`src/core/ipg_pkg.sv`:
```
// Package for the internal PWM generator: register map, field layouts and constants.
package ipg_pkg;

    localparam int DW = 16;
    localparam int AW = 4;
    localparam int CW = 12;
    localparam int MW = 16;
    localparam int PHASES = 3;

    localparam logic [AW-1:0] ADDR_CTRL = 4'h0;
    localparam logic [AW-1:0] ADDR_CAL = 4'h1;
    localparam logic [AW-1:0] ADDR_PERIOD = 4'h2;
    localparam logic [AW-1:0] ADDR_DUTY_A = 4'h3;
    localparam logic [AW-1:0] ADDR_DEAD = 4'h6;
    localparam logic [AW-1:0] ADDR_SYNC_PRD = 4'h7;
    localparam logic [AW-1:0] ADDR_TRIM = 4'h8;

    typedef enum logic [1:0] {
        CNT_UPDOWN = 2'h0,
        CNT_UP = 2'h1,
        CNT_DOWN = 2'h2
    } ipg_cnt_mode_t;

    typedef enum logic [2:0] {
        SYNC_OFF = 3'h0,
        SYNC_MEASURE = 3'h1,
        SYNC_PERIOD = 3'h2,
        SYNC_OSC = 3'h5,
        SYNC_OSC_PERIOD = 3'h6,
        SYNC_SCLK = 3'h7
    } ipg_sync_t;

    typedef struct packed {
        logic [3:0] rsvd;
        logic [2:0] ls_en;
        logic [2:0] hs_en;
        ipg_sync_t sync;
        ipg_cnt_mode_t mode;
        logic en;
    } ipg_ctrl_t;

    typedef struct packed {
        logic [7:0] rsvd;
        logic [3:0] cycles_code;
        logic [3:0] freq_mhz;
    } ipg_cal_t;

    typedef struct packed {
        logic hs;
        logic ls;
    } ipg_gate_t;

    localparam logic [DW-1:0] CTRL_RST = 16'h0fc0;
    localparam logic [DW-1:0] CAL_RST = 16'h0004;
    localparam logic [CW-1:0] PERIOD_RST = 12'h1f4;
    localparam logic [CW-1:0] DUTY_RST = 12'h000;
    localparam logic [7:0] DEAD_RST = 8'h04;
    localparam logic [7:0] TRIM_RST = 8'h80;
    localparam logic [7:0] TRIM_MAX = 8'hff;
    localparam logic [7:0] TRIM_MIN = 8'h00;
    localparam logic [CW-1:0] PRD_MAX = 12'hfff;
    localparam logic [MW-1:0] MEAS_MAX = 16'hffff;

    localparam int SYS_NOM_HZ = 20_000_000;
    localparam int SYNC_CAL_HZ = 20_000;
    localparam logic [MW-1:0] SYNC_CAL_COUNT = MW'(SYS_NOM_HZ / SYNC_CAL_HZ);
    localparam logic [4:0] SYS_NOM_MHZ = 5'(SYS_NOM_HZ / 1_000_000);
    localparam int CAL_CYC_SHIFT = 4;

endpackage

```
`src/core/ipg_core.sv`:
```
// Internal three-phase PWM generator with sync measurement and oscillator calibration.
`timescale 1ns/10ps
`default_nettype none

module ipg_core
    import ipg_pkg::*;
(
    input wire logic clock,
    input wire logic rst_n,
    input wire logic chip_select_n,
    input wire logic [ipg_pkg::AW-1:0] reg_addr,
    input wire logic [ipg_pkg::DW-1:0] reg_wdata,
    input wire logic reg_wr,
    input wire logic reg_rd,
    output logic [ipg_pkg::DW-1:0] reg_rdata,
    input wire logic phase_b_low_input_pin,
    input wire logic serial_clk_in,
    output ipg_pkg::ipg_gate_t [ipg_pkg::PHASES-1:0] gate_out,
    output logic [7:0] osc_trim
);
    import ipg_pkg::*;

    typedef enum logic [1:0] {
        CAL_WAIT,
        CAL_RUN,
        CAL_ADJ
    } ipg_cal_state_t;

    // Reset is released through two flops so every flop leaves reset on the same edge.
    logic [1:0] rst_sync_q;
    always_ff @(posedge clock or negedge rst_n) begin
        if (!rst_n) begin
            rst_sync_q <= 2'h0;
        end else begin
            rst_sync_q <= {rst_sync_q[0], 1'b1};
        end
    end
    wire rst_ni = rst_sync_q[1];

    // Register file.
    ipg_ctrl_t ctrl_q;
    ipg_cal_t cal_q;
    logic [CW-1:0] period_q;
    logic [CW-1:0] duty_q [PHASES];
    logic [7:0] dead_q;
    logic [CW-1:0] meas_prd_q;
    logic [7:0] trim_q;
    logic [DW-1:0] rdata_q;

    wire wr_en = reg_wr & ~chip_select_n;
    wire rd_en = reg_rd & ~chip_select_n;
    wire wr_ctrl = wr_en && (reg_addr == ADDR_CTRL);
    wire wr_cal = wr_en && (reg_addr == ADDR_CAL);
    wire wr_period = wr_en && (reg_addr == ADDR_PERIOD);
    wire wr_dead = wr_en && (reg_addr == ADDR_DEAD);

    always_ff @(posedge clock or negedge rst_ni) begin
        if (!rst_ni) begin
            ctrl_q <= ipg_ctrl_t'(CTRL_RST);
            cal_q <= ipg_cal_t'(CAL_RST);
            period_q <= PERIOD_RST;
            dead_q <= DEAD_RST;
        end else begin
            if (wr_ctrl) begin
                ctrl_q <= ipg_ctrl_t'(reg_wdata);
            end
            if (wr_cal) begin
                cal_q <= ipg_cal_t'(reg_wdata);
            end
            if (wr_period) begin
                period_q <= reg_wdata[CW-1:0];
            end
            if (wr_dead) begin
                dead_q <= reg_wdata[7:0];
            end
        end
    end

    genvar gi;
    generate
        for (gi = 0; gi < PHASES; gi++) begin : g_duty
            wire wr_duty = wr_en && (reg_addr == (ADDR_DUTY_A + AW'(gi)));
            always_ff @(posedge clock or negedge rst_ni) begin
                if (!rst_ni) begin
                    duty_q[gi] <= DUTY_RST;
                end else if (wr_duty) begin
                    duty_q[gi] <= reg_wdata[CW-1:0];
                end
            end
        end
    endgenerate

    function automatic logic [DW-1:0] read_mux(input logic [AW-1:0] addr);
        logic [DW-1:0] v;
        v = '0;
        case (addr)
            ADDR_CTRL: v = DW'(ctrl_q);
            ADDR_CAL: v = DW'(cal_q);
            ADDR_PERIOD: v = DW'(period_q);
            ADDR_DUTY_A: v = DW'(duty_q[0]);
            ADDR_DUTY_A + 4'h1: v = DW'(duty_q[1]);
            ADDR_DUTY_A + 4'h2: v = DW'(duty_q[2]);
            ADDR_DEAD: v = DW'(dead_q);
            ADDR_SYNC_PRD: v = DW'(meas_prd_q);
            ADDR_TRIM: v = DW'(trim_q);
            default: v = '0;
        endcase
        return v;
    endfunction

    wire [DW-1:0] rdata_d = rd_en ? read_mux(reg_addr) : '0;
    always_ff @(posedge clock or negedge rst_ni) begin
        if (!rst_ni) begin
            rdata_q <= '0;
        end else begin
            rdata_q <= rdata_d;
        end
    end
    assign reg_rdata = rdata_q;

    // Edge detection on the sync pin and the serial clock; both are taken as synchronous.
    logic sync_q;
    logic sync_prev_q;
    logic sclk_q;
    logic sclk_prev_q;
    always_ff @(posedge clock or negedge rst_ni) begin
        if (!rst_ni) begin
            sync_q <= 1'b0;
            sync_prev_q <= 1'b0;
            sclk_q <= 1'b0;
            sclk_prev_q <= 1'b0;
        end else begin
            sync_q <= phase_b_low_input_pin;
            sync_prev_q <= sync_q;
            sclk_q <= serial_clk_in;
            sclk_prev_q <= sclk_q;
        end
    end
    wire sync_rise = sync_q & ~sync_prev_q;
    wire sclk_rise = sclk_q & ~sclk_prev_q;

    // Sync method decode.
    wire sync_on = (ctrl_q.sync == SYNC_MEASURE) | (ctrl_q.sync == SYNC_PERIOD)
        | (ctrl_q.sync == SYNC_OSC) | (ctrl_q.sync == SYNC_OSC_PERIOD);
    wire sync_sets_period = (ctrl_q.sync == SYNC_PERIOD)
        | (ctrl_q.sync == SYNC_OSC_PERIOD);
    wire sync_cal = (ctrl_q.sync == SYNC_OSC) | (ctrl_q.sync == SYNC_OSC_PERIOD);

    // Sync period measurement in system clocks; the first edge only arms it.
    logic [MW-1:0] meas_cnt_q;
    logic edge_seen_q;
    wire capture = sync_rise & edge_seen_q & sync_on;
    wire [MW-1:0] meas_inc = (meas_cnt_q == MEAS_MAX) ? meas_cnt_q : meas_cnt_q + 16'h0001;
    wire [CW-1:0] meas_sat = (meas_cnt_q > MW'(PRD_MAX)) ? PRD_MAX : meas_cnt_q[CW-1:0];
    always_ff @(posedge clock or negedge rst_ni) begin
        if (!rst_ni) begin
            meas_cnt_q <= '0;
            edge_seen_q <= 1'b0;
            meas_prd_q <= '0;
        end else begin
            meas_cnt_q <= sync_rise ? 16'h0001 : meas_inc;
            edge_seen_q <= sync_on & (edge_seen_q | sync_rise);
            if (capture) begin
                meas_prd_q <= meas_sat;
            end
        end
    end

    // Reference counter.
    logic [CW-1:0] cnt_q;
    logic cnt_d_dir;
    logic dir_up_q;
    logic [CW-1:0] cnt_d;
    wire [CW-1:0] src_prd = sync_sets_period ? meas_prd_q : period_q;
    wire [CW-1:0] top = (ctrl_q.mode == CNT_UPDOWN && sync_sets_period) ?
        (src_prd >> 1) : src_prd;
    wire [CW-1:0] start_val = (ctrl_q.mode == CNT_UP) ? '0 : top;
    wire restart = ~ctrl_q.en | (sync_sets_period & sync_rise);

    always_comb begin
        cnt_d = cnt_q;
        cnt_d_dir = dir_up_q;
        if (restart) begin
            cnt_d = start_val;
            cnt_d_dir = 1'b0;
        end else begin
            case (ctrl_q.mode)
                CNT_UPDOWN: begin
                    if (top == '0) begin
                        cnt_d = '0;
                    end else if (!dir_up_q) begin
                        if (cnt_q == '0) begin
                            cnt_d = cnt_q + 12'h001;
                            cnt_d_dir = 1'b1;
                        end else begin
                            cnt_d = cnt_q - 12'h001;
                        end
                    end else if (cnt_q >= top) begin
                        cnt_d = cnt_q - 12'h001;
                        cnt_d_dir = 1'b0;
                    end else begin
                        cnt_d = cnt_q + 12'h001;
                    end
                end
                CNT_UP: begin
                    cnt_d = (cnt_q >= top) ? '0 : cnt_q + 12'h001;
                end
                CNT_DOWN: begin
                    cnt_d = (cnt_q == '0 || cnt_q > top) ? top : cnt_q - 12'h001;
                end
                default: begin
                    cnt_d = '0;
                end
            endcase
        end
    end

    always_ff @(posedge clock or negedge rst_ni) begin
        if (!rst_ni) begin
            cnt_q <= '0;
            dir_up_q <= 1'b0;
        end else begin
            cnt_q <= cnt_d;
            dir_up_q <= cnt_d_dir;
        end
    end

    // Phase outputs with dead time. A falling side drops at once; the rising side
    // waits the dead time, so the two sides never overlap.
    generate
        for (gi = 0; gi < PHASES; gi++) begin : g_phase
            wire cmp = duty_q[gi] > cnt_q;
            wire raw_hs = ctrl_q.en & ctrl_q.hs_en[gi] & cmp;
            wire raw_ls = ctrl_q.en & ctrl_q.ls_en[gi] & ~cmp;
            logic raw_hs_q;
            logic raw_ls_q;
            logic [7:0] dt_q;
            ipg_gate_t gate_q;
            // Each phase owns its flops; the port is only wired here, never shared by processes.
            assign gate_out[gi] = gate_q;
            wire changed = (raw_hs != raw_hs_q) | (raw_ls != raw_ls_q);
            wire [7:0] dt_d = changed ? dead_q : ((dt_q == 8'h00) ? dt_q : dt_q - 8'h01);
            always_ff @(posedge clock or negedge rst_ni) begin
                if (!rst_ni) begin
                    raw_hs_q <= 1'b0;
                    raw_ls_q <= 1'b0;
                    dt_q <= 8'h00;
                    gate_q <= '0;
                end else begin
                    raw_hs_q <= raw_hs;
                    raw_ls_q <= raw_ls;
                    dt_q <= dt_d;
                    gate_q.hs <= raw_hs & (dt_d == 8'h00);
                    gate_q.ls <= raw_ls & (dt_d == 8'h00);
                end
            end
        end
    endgenerate

    // Serial clock calibration: time a programmed number of serial clock cycles.
    ipg_cal_state_t cal_st_q;
    logic [MW-1:0] cal_sys_q;
    logic [8:0] cal_edges_q;
    wire [8:0] cal_cycles = 9'({4'h0, cal_q.cycles_code} + 5'h01) << CAL_CYC_SHIFT;
    wire [19:0] cal_meas = 20'(cal_sys_q) * 20'(cal_q.freq_mhz);
    wire [19:0] cal_expect = 20'(cal_cycles) * 20'(SYS_NOM_MHZ);
    wire sclk_mode = ctrl_q.sync == SYNC_SCLK;

    always_ff @(posedge clock or negedge rst_ni) begin
        if (!rst_ni) begin
            cal_st_q <= CAL_WAIT;
            cal_sys_q <= '0;
            cal_edges_q <= '0;
        end else if (!sclk_mode) begin
            cal_st_q <= CAL_WAIT;
        end else begin
            case (cal_st_q)
                CAL_WAIT: begin
                    cal_sys_q <= '0;
                    cal_edges_q <= '0;
                    if (sclk_rise) begin
                        cal_st_q <= CAL_RUN;
                    end
                end
                CAL_RUN: begin
                    cal_sys_q <= (cal_sys_q == MEAS_MAX) ? cal_sys_q : cal_sys_q + 16'h0001;
                    if (sclk_rise) begin
                        cal_edges_q <= cal_edges_q + 9'h001;
                        if (cal_edges_q + 9'h001 >= cal_cycles) begin
                            cal_st_q <= CAL_ADJ;
                        end
                    end
                end
                CAL_ADJ: begin
                    cal_st_q <= CAL_WAIT;
                end
                default: begin
                    cal_st_q <= CAL_WAIT;
                end
            endcase
        end
    end

    // Trim steps by one per measurement; a slow clock counts short and is trimmed up.
    wire sync_adj = capture & sync_cal;
    wire cal_adj = sclk_mode & (cal_st_q == CAL_ADJ);
    wire trim_up = (sync_adj & (meas_cnt_q < SYNC_CAL_COUNT))
        | (cal_adj & (cal_meas < cal_expect));
    wire trim_dn = (sync_adj & (meas_cnt_q > SYNC_CAL_COUNT))
        | (cal_adj & (cal_meas > cal_expect));
    always_ff @(posedge clock or negedge rst_ni) begin
        if (!rst_ni) begin
            trim_q <= TRIM_RST;
        end else if (trim_up && trim_q != TRIM_MAX) begin
            trim_q <= trim_q + 8'h01;
        end else if (trim_dn && trim_q != TRIM_MIN) begin
            trim_q <= trim_q - 8'h01;
        end
    end
    assign osc_trim = trim_q;

endmodule

`default_nettype wire

```
`config.mk`:
```
export PLATFORM = sky130hd
export DESIGN_NAME = ipg_core
export DESIGN_NICKNAME = d
export VERILOG_FILES = /design/src/core/ipg_pkg.sv /design/src/core/ipg_core.sv
export SDC_FILE = /design/constraint.sdc
export NUM_CORES = 1
export LEC_CHECK = 0
export ABC_CLOCK_PERIOD_IN_PS = 9300
export BUFFER_PORTS_ARGS = -buffer_cell sky130_fd_sc_hd__buf_2
export CORE_ASPECT_RATIO = 1.4
export CORE_MARGIN = 2
export CORE_UTILIZATION = 60
export DETAILED_ROUTE_END_ITERATION = 10
export PLACE_DENSITY = 0.75
export RECOVER_POWER = 100
export SYNTH_ARGS = -nofsm -noshare
export SYNTH_HDL_FRONTEND = slang
export SYNTH_SLANG_ARGS = --single-unit
```
`constraint.sdc`:
```
create_clock -name clock -period 9.3 [get_ports clock]
set_clock_uncertainty 0.1 [all_clocks]
set_input_delay 1.86 -clock clock [delete_from_list [all_inputs] [get_ports clock]]
set_output_delay 1.86 -clock clock [all_outputs]
set_load 0.02 [all_outputs]
```
==> results of run 1 <==
==> placed cells by master (no fill, tap or decap), drive strengths merged, types with 11 or more instances in the layout <==
cell    Yosys  layout
a21o       29      29
a21oi      75      75
a22oi      38      38
a31oi      24      24
a41oi      11      11
and2       54      54
and3       19      19
buf         5      26
clkbuf     54      70
dfrtp     208     208
dfstp      15      15
fa         30      30
ha        114     114
inv       115     116
mux2      112     112
mux2i      11      11
nand2     117     117
nand2b     11      11
nand3      39      39
nand4      27      27
nor2      135     135
nor2b      13      13
nor3       37      37
nor4       14      14
o21ai      68      68
o22a       11      11
or3b       12      12
xnor2      41      41
xor2       32      32
==> cells by family after synthesis <==
| group | count (synthesis) |
|---|---|
| flip-flops | 223 |
| multiplexers | 123 |
| adder cells (fa/ha/maj) | 144 |
| AND/OR/NAND/NOR | 517 |
| other | 1 |
| buffers and inverters | 174 |
| AO/OA/AOI/OAI | 350 |
| XOR/XNOR | 73 |
==> cell usage after synthesis, types with 19 or more instances <==
library cell  count
inv_1           114
nand3_1          38
nand2_1         115
and3_1           19
o21ai_0          64
dfrtp_1         208
a22oi_1          38
fa_1             30
and2_1           54
a21oi_1          74
a31oi_1          24
xnor2_1          41
nand4_1          27
clkbuf_1         54
a21o_1           29
nor3_1           36
mux2_2          106
nor2_1          134
xor2_1           32
ha_1            114
==> how the worst min path moves through the flow <==
stage	start	to	slack, ns	cells after the start
finish	rst_sync_q[0]	rst_sync_q[1]	0.27	0
global route	rst_sync_q[0]	rst_sync_q[1]	0.28	0
CTS	rst_sync_q[0]	rst_sync_q[1]	0.27	0
detailed placement	rst_sync_q[0]	rst_sync_q[1]	0.25	0
global placement	rst_sync_q[0]	rst_sync_q[1]	0.24	0
floorplan	rst_sync_q[0]	rst_sync_q[1]	0.23	0
==> final cells by class <==
| class | instances | area (um2) | share of cell area |
|---|---|---|---|
| Antenna cell | 2 | 5.00 | 0.000301 |
| Tap cell | 319 | 399 | 0.0240 |
| Multi-Input combinational cell | 1208 | 9060 | 0.545 |
| Clock inverter | 14 | 200 | 0.0120 |
| Sequential cell | 223 | 5600 | 0.337 |
| Inverter | 115 | 432 | 0.0260 |
| Timing Repair Buffer | 66 | 287 | 0.0172 |
| Clock buffer | 30 | 653 | 0.0393 |
==> flip-flops by register name, indices dropped and copies added (netlist names), 12 cells and up <==
register      count
g_phase.dt_q     24
reg_rdata        16
cnt_q            12
cal_q            16
meas_cnt_q       16
cal_sys_q        16
meas_prd_q       12
period_q         12
ctrl_q           16
duty_q           36
==> power by group <==
group	internal [mW]	switching, mW
Combinational	0.603	0.745
Clock	0.615	0.411
Sequential	1.17	0.297
==> layer usage <==
metal  wire, um  part of all wire  vias up
met5          0                 0        -
met3       2000             0.050      127
met2      20400              0.50      402
met1      15900              0.39     6143
li1           -                 -     5819
met4       2060             0.051        0
==> critical path: cells and delay by family (launching register included) <==
family,cells,cell delay [ns]
AO/OA/AOI/OAI,15,3.88
adder cells (fa/ha/maj),5,2.12
AND/OR/NAND/NOR,4,0.76
flip-flops,1,0.65
multiplexers,1,0.40
XOR/XNOR,1,0.16
buffers and inverters,1,0.05
==> through the flow <==
| stage | setup WS (ns) | total power [mW] | hold slack, ns | util | instance area [um2] |
|---|---|---|---|---|---|
| 2_1_floorplan | 2.47 | 2.43 | 0.231 | - | 15400 |
| 3_3_place_gp | 2.00 | 2.75 | 0.245 | 0.629 | 15900 |
| 3_5_place_dp | 1.74 | 2.80 | 0.246 | 0.629 | 15900 |
| 4_1_cts | 1.69 | 3.84 | 0.270 | 0.663 | 16800 |
| 5_1_grt | 0.614 | 4.08 | 0.282 | 0.657 | 16600 |
| 6_report | 1.07 | 3.84 | 0.273 | 0.658 | 16600 |
==> run summary, run 1 <==
The flow ran to the end, but the final reports show violations. The checks that failed: max-capacitance violations, max-slew violations. The startpoint identified for the worst register-to-register timing path is cal_q[3]. The die covers 26900 um2. The warning count from the yosys run came out at 0. The setup TNS after final layout is 0 ns. Of the total synthesized cell area, the portion taken by XOR and XNOR cells is 0.0416. The final layout contains routed wiring with a total length of 40400 um. The total leakage power came out at 7.73 nW. The initial antenna violation count came out at 1. The largest net degree at the start of global routing came out at 152. The total of buffers placed on input and output ports is 56. The worst setup path is launched from a flip-flop.

The count of placed standard cells in the final layout, fillers left out is 1977. The most critical setup path has its startpoint at cal_q[3]. The worst-skew pair later-pin latency came out at around 0.53 ns.

The top flip-flop cell by instance count after synthesis is dfrtp_1. The net count of the finished layout came out at around 1800. The area fraction in and, or, nand and nor cells after synthesis is 0.171. Dividing the synthesized area by the synthesized cell count gives about 9.6 um2.

The met3 usage in global routing came out at 0.0337. The number of instances in the synthesized netlist is between 1500 and 2000. The clock period minus final worst setup slack is 8.23 ns. The adder-cell share of the synthesized area is 0.132. The number of enable flip-flop cells after synthesis is 0. The count of hold buffers inserted by post-cts repair came out at 0. The max-slew violation total from the final report came to roughly 220. The number of failing hold endpoints at the final stage came out at 0.

Setup repair after global routing left no endpoint under its margin. Dividing the detail-routed wire length by the instance count gives 20.4 um. No sink is reached through more buffers than the 3 on the longest clock path. Post-CTS timing repair inserted 0 buffers for setup.

The post-synthesis compound-gate area fraction came to 0.156. By area the synthesized netlist is led by dfrtp_1 (34%), ha_1 (9.3%), mux2_2 (7.8%). The path class of the tightest hold or removal check is reg2reg.

Relative to the synthesized area, the layout overhead comes to 8.33%. The cell area power density came out at 231 nW/um2. Summed over all nets, the half-perimeter wirelength after detailed placement is 29800 um. The number of maximum-capacitance constraint violations came out at 2. The number of detailed-route iterations in the first pass is 6. The transition at the pin with the smallest max-transition slack is 3.72 ns. The most critical setup path has its endpoint at osc_trim[7].

The worst setup path is of the reg2reg kind. In this run the number of H-tree levels came out at 1. The number of global-route vias before repair is 12531. The area of the core came out at 25300 um2.

The routing layer with the top usage in global route is met2. The depth of the worst register-to-register path came out at 27. The final period utilization came out at 0.885. In this run the clock root is driven by a clkbuf_16. The maximum single-stage delay on the critical path came out at 0.94 ns.

The routability congestion estimate came out at 0.950. The largest total area in the synthesized netlist belongs to dfrtp_1. Across all layers, the routed design uses roughly 12000 vias. The total global routing track utilization is 0.297. In this run the core area contains between 60 and 70 standard-cell rows. The mapped cell area is 15400 um2. The per-cell via count in the routed design is 6.32.

Data on the critical path arrives at its endpoint at 8.57 ns. The global routing usage on met1 is 0.364. The overall die width came out at 139 um. The mux contribution to synthesized area is 0.0908.

The maximum vdd drop came out at about 180 uV. For this run, global-route usage on met2 was measured as 0.524. The initial core utilization is 0.607. Clock tree synthesis found a total of 223 sinks. The critical path data required time is 9.64 ns.

The fraction of final layout cells with drive strength greater than 1 came out at 0.132. The clock tree from TritonCTS is yes. The highest achievable clock rate is 121 MHz. The number of nets produced by synthesis is 1776. The portion of synthesized cell area occupied by the leading cell type is 0.339. The setup slack of the worst register-to-register path is around 1.1 ns. The CTS buffer count came out at 24. In this run the critical register-to-register path is captured at osc_trim[7].

The final setup violation count came out at 0. The number of design-rule violations left by the first detailed-router iteration is between 900 and 1000. The synthesized flop and latch total came out at 223. In this run the count of I/O pins placed on the die edge is 57. After clock tree synthesis, the clock-pin slew on the worst setup and hold paths is 0.07 ns. The worst setup path is captured at a flip-flop. Along the worst path, the maximum fanout reaches 18. From bottom edge to top edge, the die measures 193 um. The cell with the largest stage delay on the worst path is a2111oi_0. The number of remaining DRC errors is 0.

The cell count after placement is 1931. The number of library cell types mapped by synthesis came out at 85. The remaining antenna violation count came out at 0.

The tightest slew margin relative to the limit is -1.48. The global-route wire length before repair came out at ~65000 um. After synthesis, the largest family of logic cells by area is simple AND/OR/NAND/NOR gates. The leftover overflow at the end of global routing is 0. The number of gates resized after cts came out at 0. Counting stages on the worst path, the most repeated cell is a21oi_1.

The layout has 2054 filler cells. After synthesis, the share of flip-flops with an asynchronous set or reset is 1.00. Of the synthesized area, sequential elements account for 0.365.
No activity file was read; power rests on OpenSTA's default activity.
==> inputs of run 2 (changes only) <==
--- a/config.mk
+++ b/config.mk
@@ -10,7 +10,7 @@
 export CORE_ASPECT_RATIO = 1.4
 export CORE_MARGIN = 2
-export CORE_UTILIZATION = 60
+export CORE_UTILIZATION = 54
 export DETAILED_ROUTE_END_ITERATION = 10
-export PLACE_DENSITY = 0.75
+export PLACE_DENSITY = 0.68
 export RECOVER_POWER = 100
 export SYNTH_ARGS = -nofsm -noshare
==> constraint.sdc (replaced) <==
create_clock -name clock -period 9.3 [get_ports clock]
set_clock_uncertainty 0.1 [all_clocks]
set_input_delay 0.93 -clock clock [delete_from_list [all_inputs] [get_ports clock]]
set_output_delay 0.93 -clock clock [all_outputs]
set_load 0.02 [all_outputs]
==> run 2 against run 1 <==
The run still ends with max-capacitance violations, max-slew violations left. Critical path depth unchanged. Cell area increased by 0.26%. Non-clock buffer count unchanged. Total power decreased by 0.46%. Critical endpoint unchanged.
==> run summary, run 2 (synthesis results as in run 1) <==
The global-route wire length before repair came out at 66800 um (+2.8%). STA classifies the critical path startpoint as a flip-flop. The setup slack of the worst register-to-register path came to 1.26 ns (+0.19 ns). The leftover overflow at the end of global routing is 0 (unchanged).

The number of clock sinks seen by CTS is 223 (unchanged). The path class of the tightest hold or removal check is in2async. The area of the core came to 28200 um2 (+12%). The highest achievable clock rate is 124 MHz (+2.4%). The final period utilization came out at 0.865 (-0.0207).

In the final layout, the registers with the most flip-flops are duty_q x36, g_phase.dt_q x24. The library cells used most frequently in the layout, excluding fill and tap cells, are dfrtp_1 (208), nor2_1 (134), nand2_1 (115), inv_1 (114), ha_1 (114). TritonCTS built the clock tree. The total leakage power came to 7.71 nW (-0.16%).

The number of gates resized after cts is 0 (unchanged). The worst setup path is of the reg2reg kind. The clock period minus final worst setup slack came out at 8.04 ns (-0.192 ns). The largest fanout on the critical path is 18 (unchanged). The count of hold buffers inserted by post-cts repair came out at 0 (unchanged). The overall die width is 147 um (+5.3%).

The initial core utilization is 0.544 (-0.0630). The fraction of final layout cells with drive strength greater than 1 came out at 0.131 (-0.000445). The transition at the pin with the smallest max-transition slack came to 4.22 ns (+0.501 ns).

The cell area power density came out at 229 nW/um2 (-0.72%). The number of maximum-capacitance constraint violations is 2 (unchanged). The total of buffers placed on input and output ports came out at 56 (unchanged). The remaining antenna violation count came to 0 (unchanged).

The register bank with the most flops is duty_q. The initial antenna violation count came to 2 (+1). The number of remaining DRC errors is 0 (unchanged). The number of design-rule violations left by the first detailed-router iteration is 908 (-4.0%). The worst register-to-register path begins at cal_q[3]. The full die area was 29800 um2 (+11%). The post-CTS clock slew at the launch and capture registers of the worst setup and hold paths came out at 0.06 ns (about the same). The net count of the finished layout came out at 1808 (-0.055%). The total non-filler cell area in the finished layout came out at 16700 um2 (+0.26%). The final setup violation count was 0 (unchanged). The tightest slew margin relative to the limit came out at -1.81 (-0.334). The maximum count of clock buffers along a single path is 3 (unchanged). The final reports fail on max-capacitance violations, max-slew violations. The HPWL after detailed placement came out at 30500 um (+2.3%). The number of H-tree branching levels came out at 1 (unchanged).

The cell sitting at the root of the clock tree is a clkbuf_16. The endpoint identified for the worst register-to-register timing path is osc_trim[7]. STA classifies the critical path endpoint as a flip-flop.

The setup fix buffers added after clock tree synthesis is 0 (unchanged). The I/O pin count came out at 57 (unchanged). The post-placement cell area is 16000 um2 (+0.44%). The worst-skew pair later-pin latency is 0.53 ns (about the same). The final total power was 3.82 mW (-0.46%). The CTS buffer count is 23 (-4.2%). The largest net degree at the start of global routing was 171 (+13%). The number of global-route vias before repair was 12457 (-0.59%). The critical path arrival came out at 8.38 ns (-0.19 ns). The number of failing hold endpoints at the final stage came out at 0 (unchanged). The max-slew violation total from the final report came to 224 (unchanged). Setup repair after global routing left no endpoint under its margin.

The flow ran to the end, but the final reports show violations. The final routed wire length divided by cell count came to 20.3 um (-0.65%). The routability congestion estimate came out at 1.01 (+6.8%). The critical path data required time came out at 9.63 ns (about the same).

Relative to the synthesized area, the layout overhead comes to 8.61%. The number of detailed-route iterations in the first pass is 6 (unchanged). The most common cell after layout, fill and taps aside is dfrtp_1. The per-cell via count in the routed design came out at 6.09 (-3.7%). The die height is 204 um (+5.3%).

The total via count after detailed routing came out at 12359 (-1.1%). The sum of routed wire length over all layers came to 41200 um (+2.1%). The depth of the worst register-to-register path came out at 27 (unchanged). The number of placement rows came to 73 (+5.8%). The maximum vdd drop came out at 193 uV (+9.9%). The total global routing track utilization came out at 0.280 (-0.0178).

The setup TNS after final layout is 0 ns (unchanged). The flip-flop count of the largest register after layout came out at 36 (unchanged).
## run 2: metrics by stage
| stage | utilization | worst slack (ns) | instances | hold WS, ns |
|---|---|---|---|---|
| global placement | 0.566 | 1.99 | 1987 | 0.236 |
| CTS | 0.595 | 1.79 | 2029 | 0.0743 |
| global route | 0.591 | 0.643 | 2029 | 0.0837 |
| finish | 0.591 | 1.26 | 2031 | 0.0839 |
| detailed placement | 0.566 | 1.84 | 1987 | 0.245 |
| floorplan | - | 2.47 | 1605 | 0.231 |
## run 2: cell type report
class,count,area [um2]
Fill cell,2474,11500
Multi-Input combinational cell,1208,9050
Sequential cell,223,5600
Clock buffer,28,614
Tap cell,375,469
Inverter,115,432
Timing Repair Buffer,66,298
Clock inverter,14,206
Antenna cell,2,5.00
## run 2: where the power goes
| group | internal, mW | total, mW | switching [mW] |
|---|---|---|---|
| combinational | 0.604 | 1.35 | 0.742 |
| sequential | 1.17 | 1.47 | 0.300 |
| clock | 0.611 | 1.01 | 0.398 |
## run 2: worst max-delay path by stage
stage             start     endpoint  slack, ns  cells after the start
6_report       cal_q[3]  osc_trim[7]       1.26                     27
5_1_grt        cal_q[3]  osc_trim[7]       0.64                     27
4_1_cts        cal_q[3]  osc_trim[7]       1.79                     27
3_5_place_dp   cal_q[2]  osc_trim[7]       1.84                     27
3_3_place_gp   cal_q[3]  osc_trim[7]       1.99                     27
2_1_floorplan  cal_q[2]  osc_trim[7]       2.47                     28
## run 2: critical path, stage by stage (launching register included)
cell	delay, ns
dfrtp_1	0.65
nand2_1	0.15
fa_1	0.55
inv_1	0.05
fa_1	0.49
ha_1	0.33
a211o_1	0.33
a2111oi_0	0.89
nor2_1	0.18
a21oi_1	0.23
xnor2_1	0.09
ha_1	0.32
nand4_1	0.12
a21oi_1	0.05
a2111oi_0	0.33
o21ai_0	0.26
nor3_1	0.29
a41oi_1	0.39
ha_1	0.47
a21o_1	0.10
a21oi_1	0.09
o21bai_1	0.15
a21oi_1	0.11
o21ai_0	0.38
mux2_2	0.38
a41o_1	0.20
a41oi_1	0.16
o211ai_1	0.11
## run 2: routing by layer
metal | GRT usage | up-vias | wire length [um]
met4 | 0.106 | 2 | 1570
met5 | 0 | - | 11
met1 | 0.345 | 6081 | 16700
met2 | 0.505 | 344 | 21000
li1 | - | 5830 | -
met3 | 0.0298 | 102 | 1960
==> inputs of run 3 (changes only) <==
ABC_CLOCK_PERIOD_IN_PS = 7900   (was 9300)
clock period = 7.9 ns   (was 9.3 ns; I/O delays follow)
==> run 3 against run 2 <==
The run still ends with max-capacitance violations, max-slew violations left. Non-clock buffer count is 2 higher. First-iteration DRC count is 7.7% lower. Combinational power is 18% higher. Sequential power is 18% higher. Register-to-register slack worse by 0.77 ns. Cell area hardly changed. Total power is 15% higher.
==> run summary, run 3 (synthesis results as in run 1) <==
In this run the worst hold path is classified as reg2reg. The total non-filler cell area in the finished layout came to 16700 um2 (about the same). TritonCTS built the clock tree.

The critical path arrival is 7.75 ns (-0.63 ns). The flip-flop count of the largest register after layout is 36 (unchanged). The number of clock sinks seen by CTS is 223 (unchanged). The number of failing hold endpoints at the final stage is 0 (unchanged).

The number of global-route vias before repair is 12334 (-0.99%). The maximum count of clock buffers along a single path came to 3 (unchanged). The remaining antenna violation count came out at 0 (unchanged). The overall die width is 147 um (unchanged). The fraction of final layout cells with drive strength greater than 1 is 0.137 (+0.00544).

The final period utilization came out at 0.937 (+0.0729). The transition at the pin with the smallest max-transition slack is 4.25 ns (+0.0320 ns). In this run the critical register-to-register path is captured at osc_trim[7]. The CTS buffer count came out at 23 (unchanged). The initial antenna violation count is 2 (unchanged). The worst-skew pair later-pin latency came out at 0.53 ns (about the same). The per-cell via count in the routed design is 6.15 (+1.1%). The run finished, with violations left. The area of the core came out at 28200 um2 (unchanged). The cell count after placement is 1988 (+0.050%). The most common cell after layout, fill and taps aside is dfrtp_1. The number of detailed-route iterations in the first pass came to 5 (-1).

The number of design-rule violations left by the first detailed-router iteration came out at 838 (-7.7%). The sum of routed wire length over all layers came out at 41100 um (-0.33%). The critical path data required time came out at 8.24 ns (-1.39 ns). The max-slew violation total from the final report was 224 (unchanged).

The setup slack of the worst register-to-register path came to 0.49 ns (-0.77 ns). The number of remaining DRC errors came out at 0 (unchanged). The cell area power density came to 264 nW/um2 (+15%).

The net count of the finished layout came to 1810 (+0.11%). The maximum vdd drop is 177 uV (-8.3%). duty_q holds more flip-flops than any other register.

The synthesis-to-layout area growth came out at 8.52% (about the same). The largest fanout on the critical path is 18 (unchanged). The total leakage power came out at 7.71 nW (about the same). The depth of the worst register-to-register path came out at 27 (unchanged). The kind of end point of the critical path is a flip-flop. The tightest slew margin relative to the limit is -1.83 (-0.0213). The highest achievable clock rate is 135 MHz (+8.6%).

The largest registers in the layout are duty_q x36, g_phase.dt_q x24. The master cell of the clock root buffer is clkbuf_16. The routability congestion estimate was 1.01 (-0.22%). The setup fix buffers added after clock tree synthesis came to 0 (unchanged). The startpoint type of the worst setup path is a flip-flop.

The full die area is 29800 um2 (unchanged). The total of buffers placed on input and output ports is 56 (unchanged). The checks that failed: max-capacitance violations, max-slew violations. Following the worst setup path forward leads to its endpoint at osc_trim[7].

The number of fill cells is 2447 (-1.1%). The final setup violation count is 0 (unchanged). The number of H-tree branching levels came out at 1 (unchanged).

By startpoint and endpoint, the worst setup path is classified as reg2reg. Setup repair after global routing left no endpoint under its margin. The top cell types in the final layout, fill and taps aside, are dfrtp_1 (207), nor2_1 (134), nand2_1 (115), inv_1 (114), ha_1 (114). The total global routing track utilization is 0.279 (-0.00101). The count of placed standard cells in the final layout, fillers left out is 2030 (-0.049%). The largest net degree at the start of global routing is 171 (unchanged). The final routed wire length divided by cell count came to 20.2 um (-0.28%).

The HPWL after detailed placement is 30300 um (-0.53%). The I/O pin count came out at 57 (unchanged). The total via count after detailed routing came to 12492 (+1.1%). The number of maximum-capacitance constraint violations is 2 (unchanged).

The die height came out at 204 um (unchanged). The launch point of the worst reg-to-reg path is cal_q[2]. The initial core utilization is 0.544 (unchanged).

The clock period minus final worst setup slack was 7.41 ns (-0.635 ns). The setup TNS after final layout is 0 ns (unchanged). The post-placement cell area is 16000 um2 (about the same). The origin of the worst setup path is cal_q[2]. The post-CTS clock slew at the launch and capture registers of the worst setup and hold paths came out at 0.06 ns (about the same).

The global-route wire length before repair is 66500 um (-0.43%). The number of placement rows came to 73 (unchanged). The leftover overflow at the end of global routing is 0 (unchanged).
run 3: changes by cell type in the layout (fill, tap and decap cells not counted), sizes merged:
cell         delta
dlygate4sd3     +1
buf             +2
clkbuf          +1
inv             -1
clkinv          +3
diode           -1
clkinvlp        -2
bufinv          -4
run 3: repair_timing:
action                                  CTS  global route
endpoints found under the setup margin    0             1
gates resized for setup                   0             4
endpoints found under the hold margin     2             0
hold buffers                              1             0
run 3: worst min-delay path by stage:
stage / startpoint / to / cells after the start
after floorplan: rst_sync_q[0] / rst_sync_q[1] / 0
after global placement: rst_sync_q[0] / rst_sync_q[1] / 0
after detailed placement: rst_sync_q[0] / rst_sync_q[1] / 0
after CTS: rst_sync_q[0] / rst_sync_q[1] / 0
after global routing: rst_sync_q[0] / rst_sync_q[1] / 0
final: rst_sync_q[0] / rst_sync_q[1] / 0
run 3: cell type report:
type	instances	area, um2	area share
multi-input cells	1208	9110	0.547
flip-flops and latches	223	5600	0.336
clock buffers	30	652	0.0391
well taps	375	469	0.0282
inverters	115	432	0.0259
repair buffers	68	317	0.0190
clock inverters	10	81.3	0.00488
diodes	1	2.50	0.000150
run 3: critical path, stage by stage (launching register included):
cell,delay (ns)
dfstp_2,0.68
nand2_1,0.11
fa_1,0.51
inv_1,0.05
fa_1,0.50
ha_1,0.33
a211o_1,0.35
a2111oi_4,0.42
nor2_1,0.13
a21oi_1,0.20
xnor2_1,0.09
ha_1,0.34
nand4_1,0.12
a21oi_1,0.06
a2111oi_0,0.41
o21ai_1,0.23
nor3_2,0.24
a41oi_2,0.30
ha_1,0.39
a21o_1,0.16
a21oi_1,0.23
o21bai_1,0.09
a21oi_1,0.22
o21ai_0,0.23
mux2_2,0.33
a41o_1,0.20
a41oi_1,0.16
o211ai_1,0.11
run 3: metrics by stage:
stage / setup WS, ns / util / total power, mW / hold WS, ns
final: 0.494 / 0.590 / 4.40 / 0.254
after global placement: 0.617 / 0.566 / 3.26 / 0.236
after global routing: 0.0286 / 0.590 / 4.70 / 0.277
after CTS: 0.242 / 0.593 / 4.40 / 0.260
after floorplan: 1.07 / - / 2.86 / 0.231
after detailed placement: 0.281 / 0.566 / 3.31 / 0.245
run 3: where the power goes:
part | total, mW | internal (mW) | leakage (nW) | switching (mW)
combinational | 1.59 | 0.713 | 4.46 | 0.876
sequential | 1.73 | 1.38 | 2.88 | 0.353
clock | 1.08 | 0.613 | 0.368 | 0.468
total | 4.40 | 2.70 | 7.71 | 1.70
run 3: per-layer routing:
metal / wire, um / part of all wire / track usage / up-vias
met3: 1960 / 0.048 / 0.0322 / 120
met2: 20500 / 0.50 / 0.491 / 383
met4: 1870 / 0.045 / 0.126 / 2
met1: 16700 / 0.41 / 0.344 / 6173
met5: 11 / 0.00027 / 0 / -
li1: - / - / - / 5814
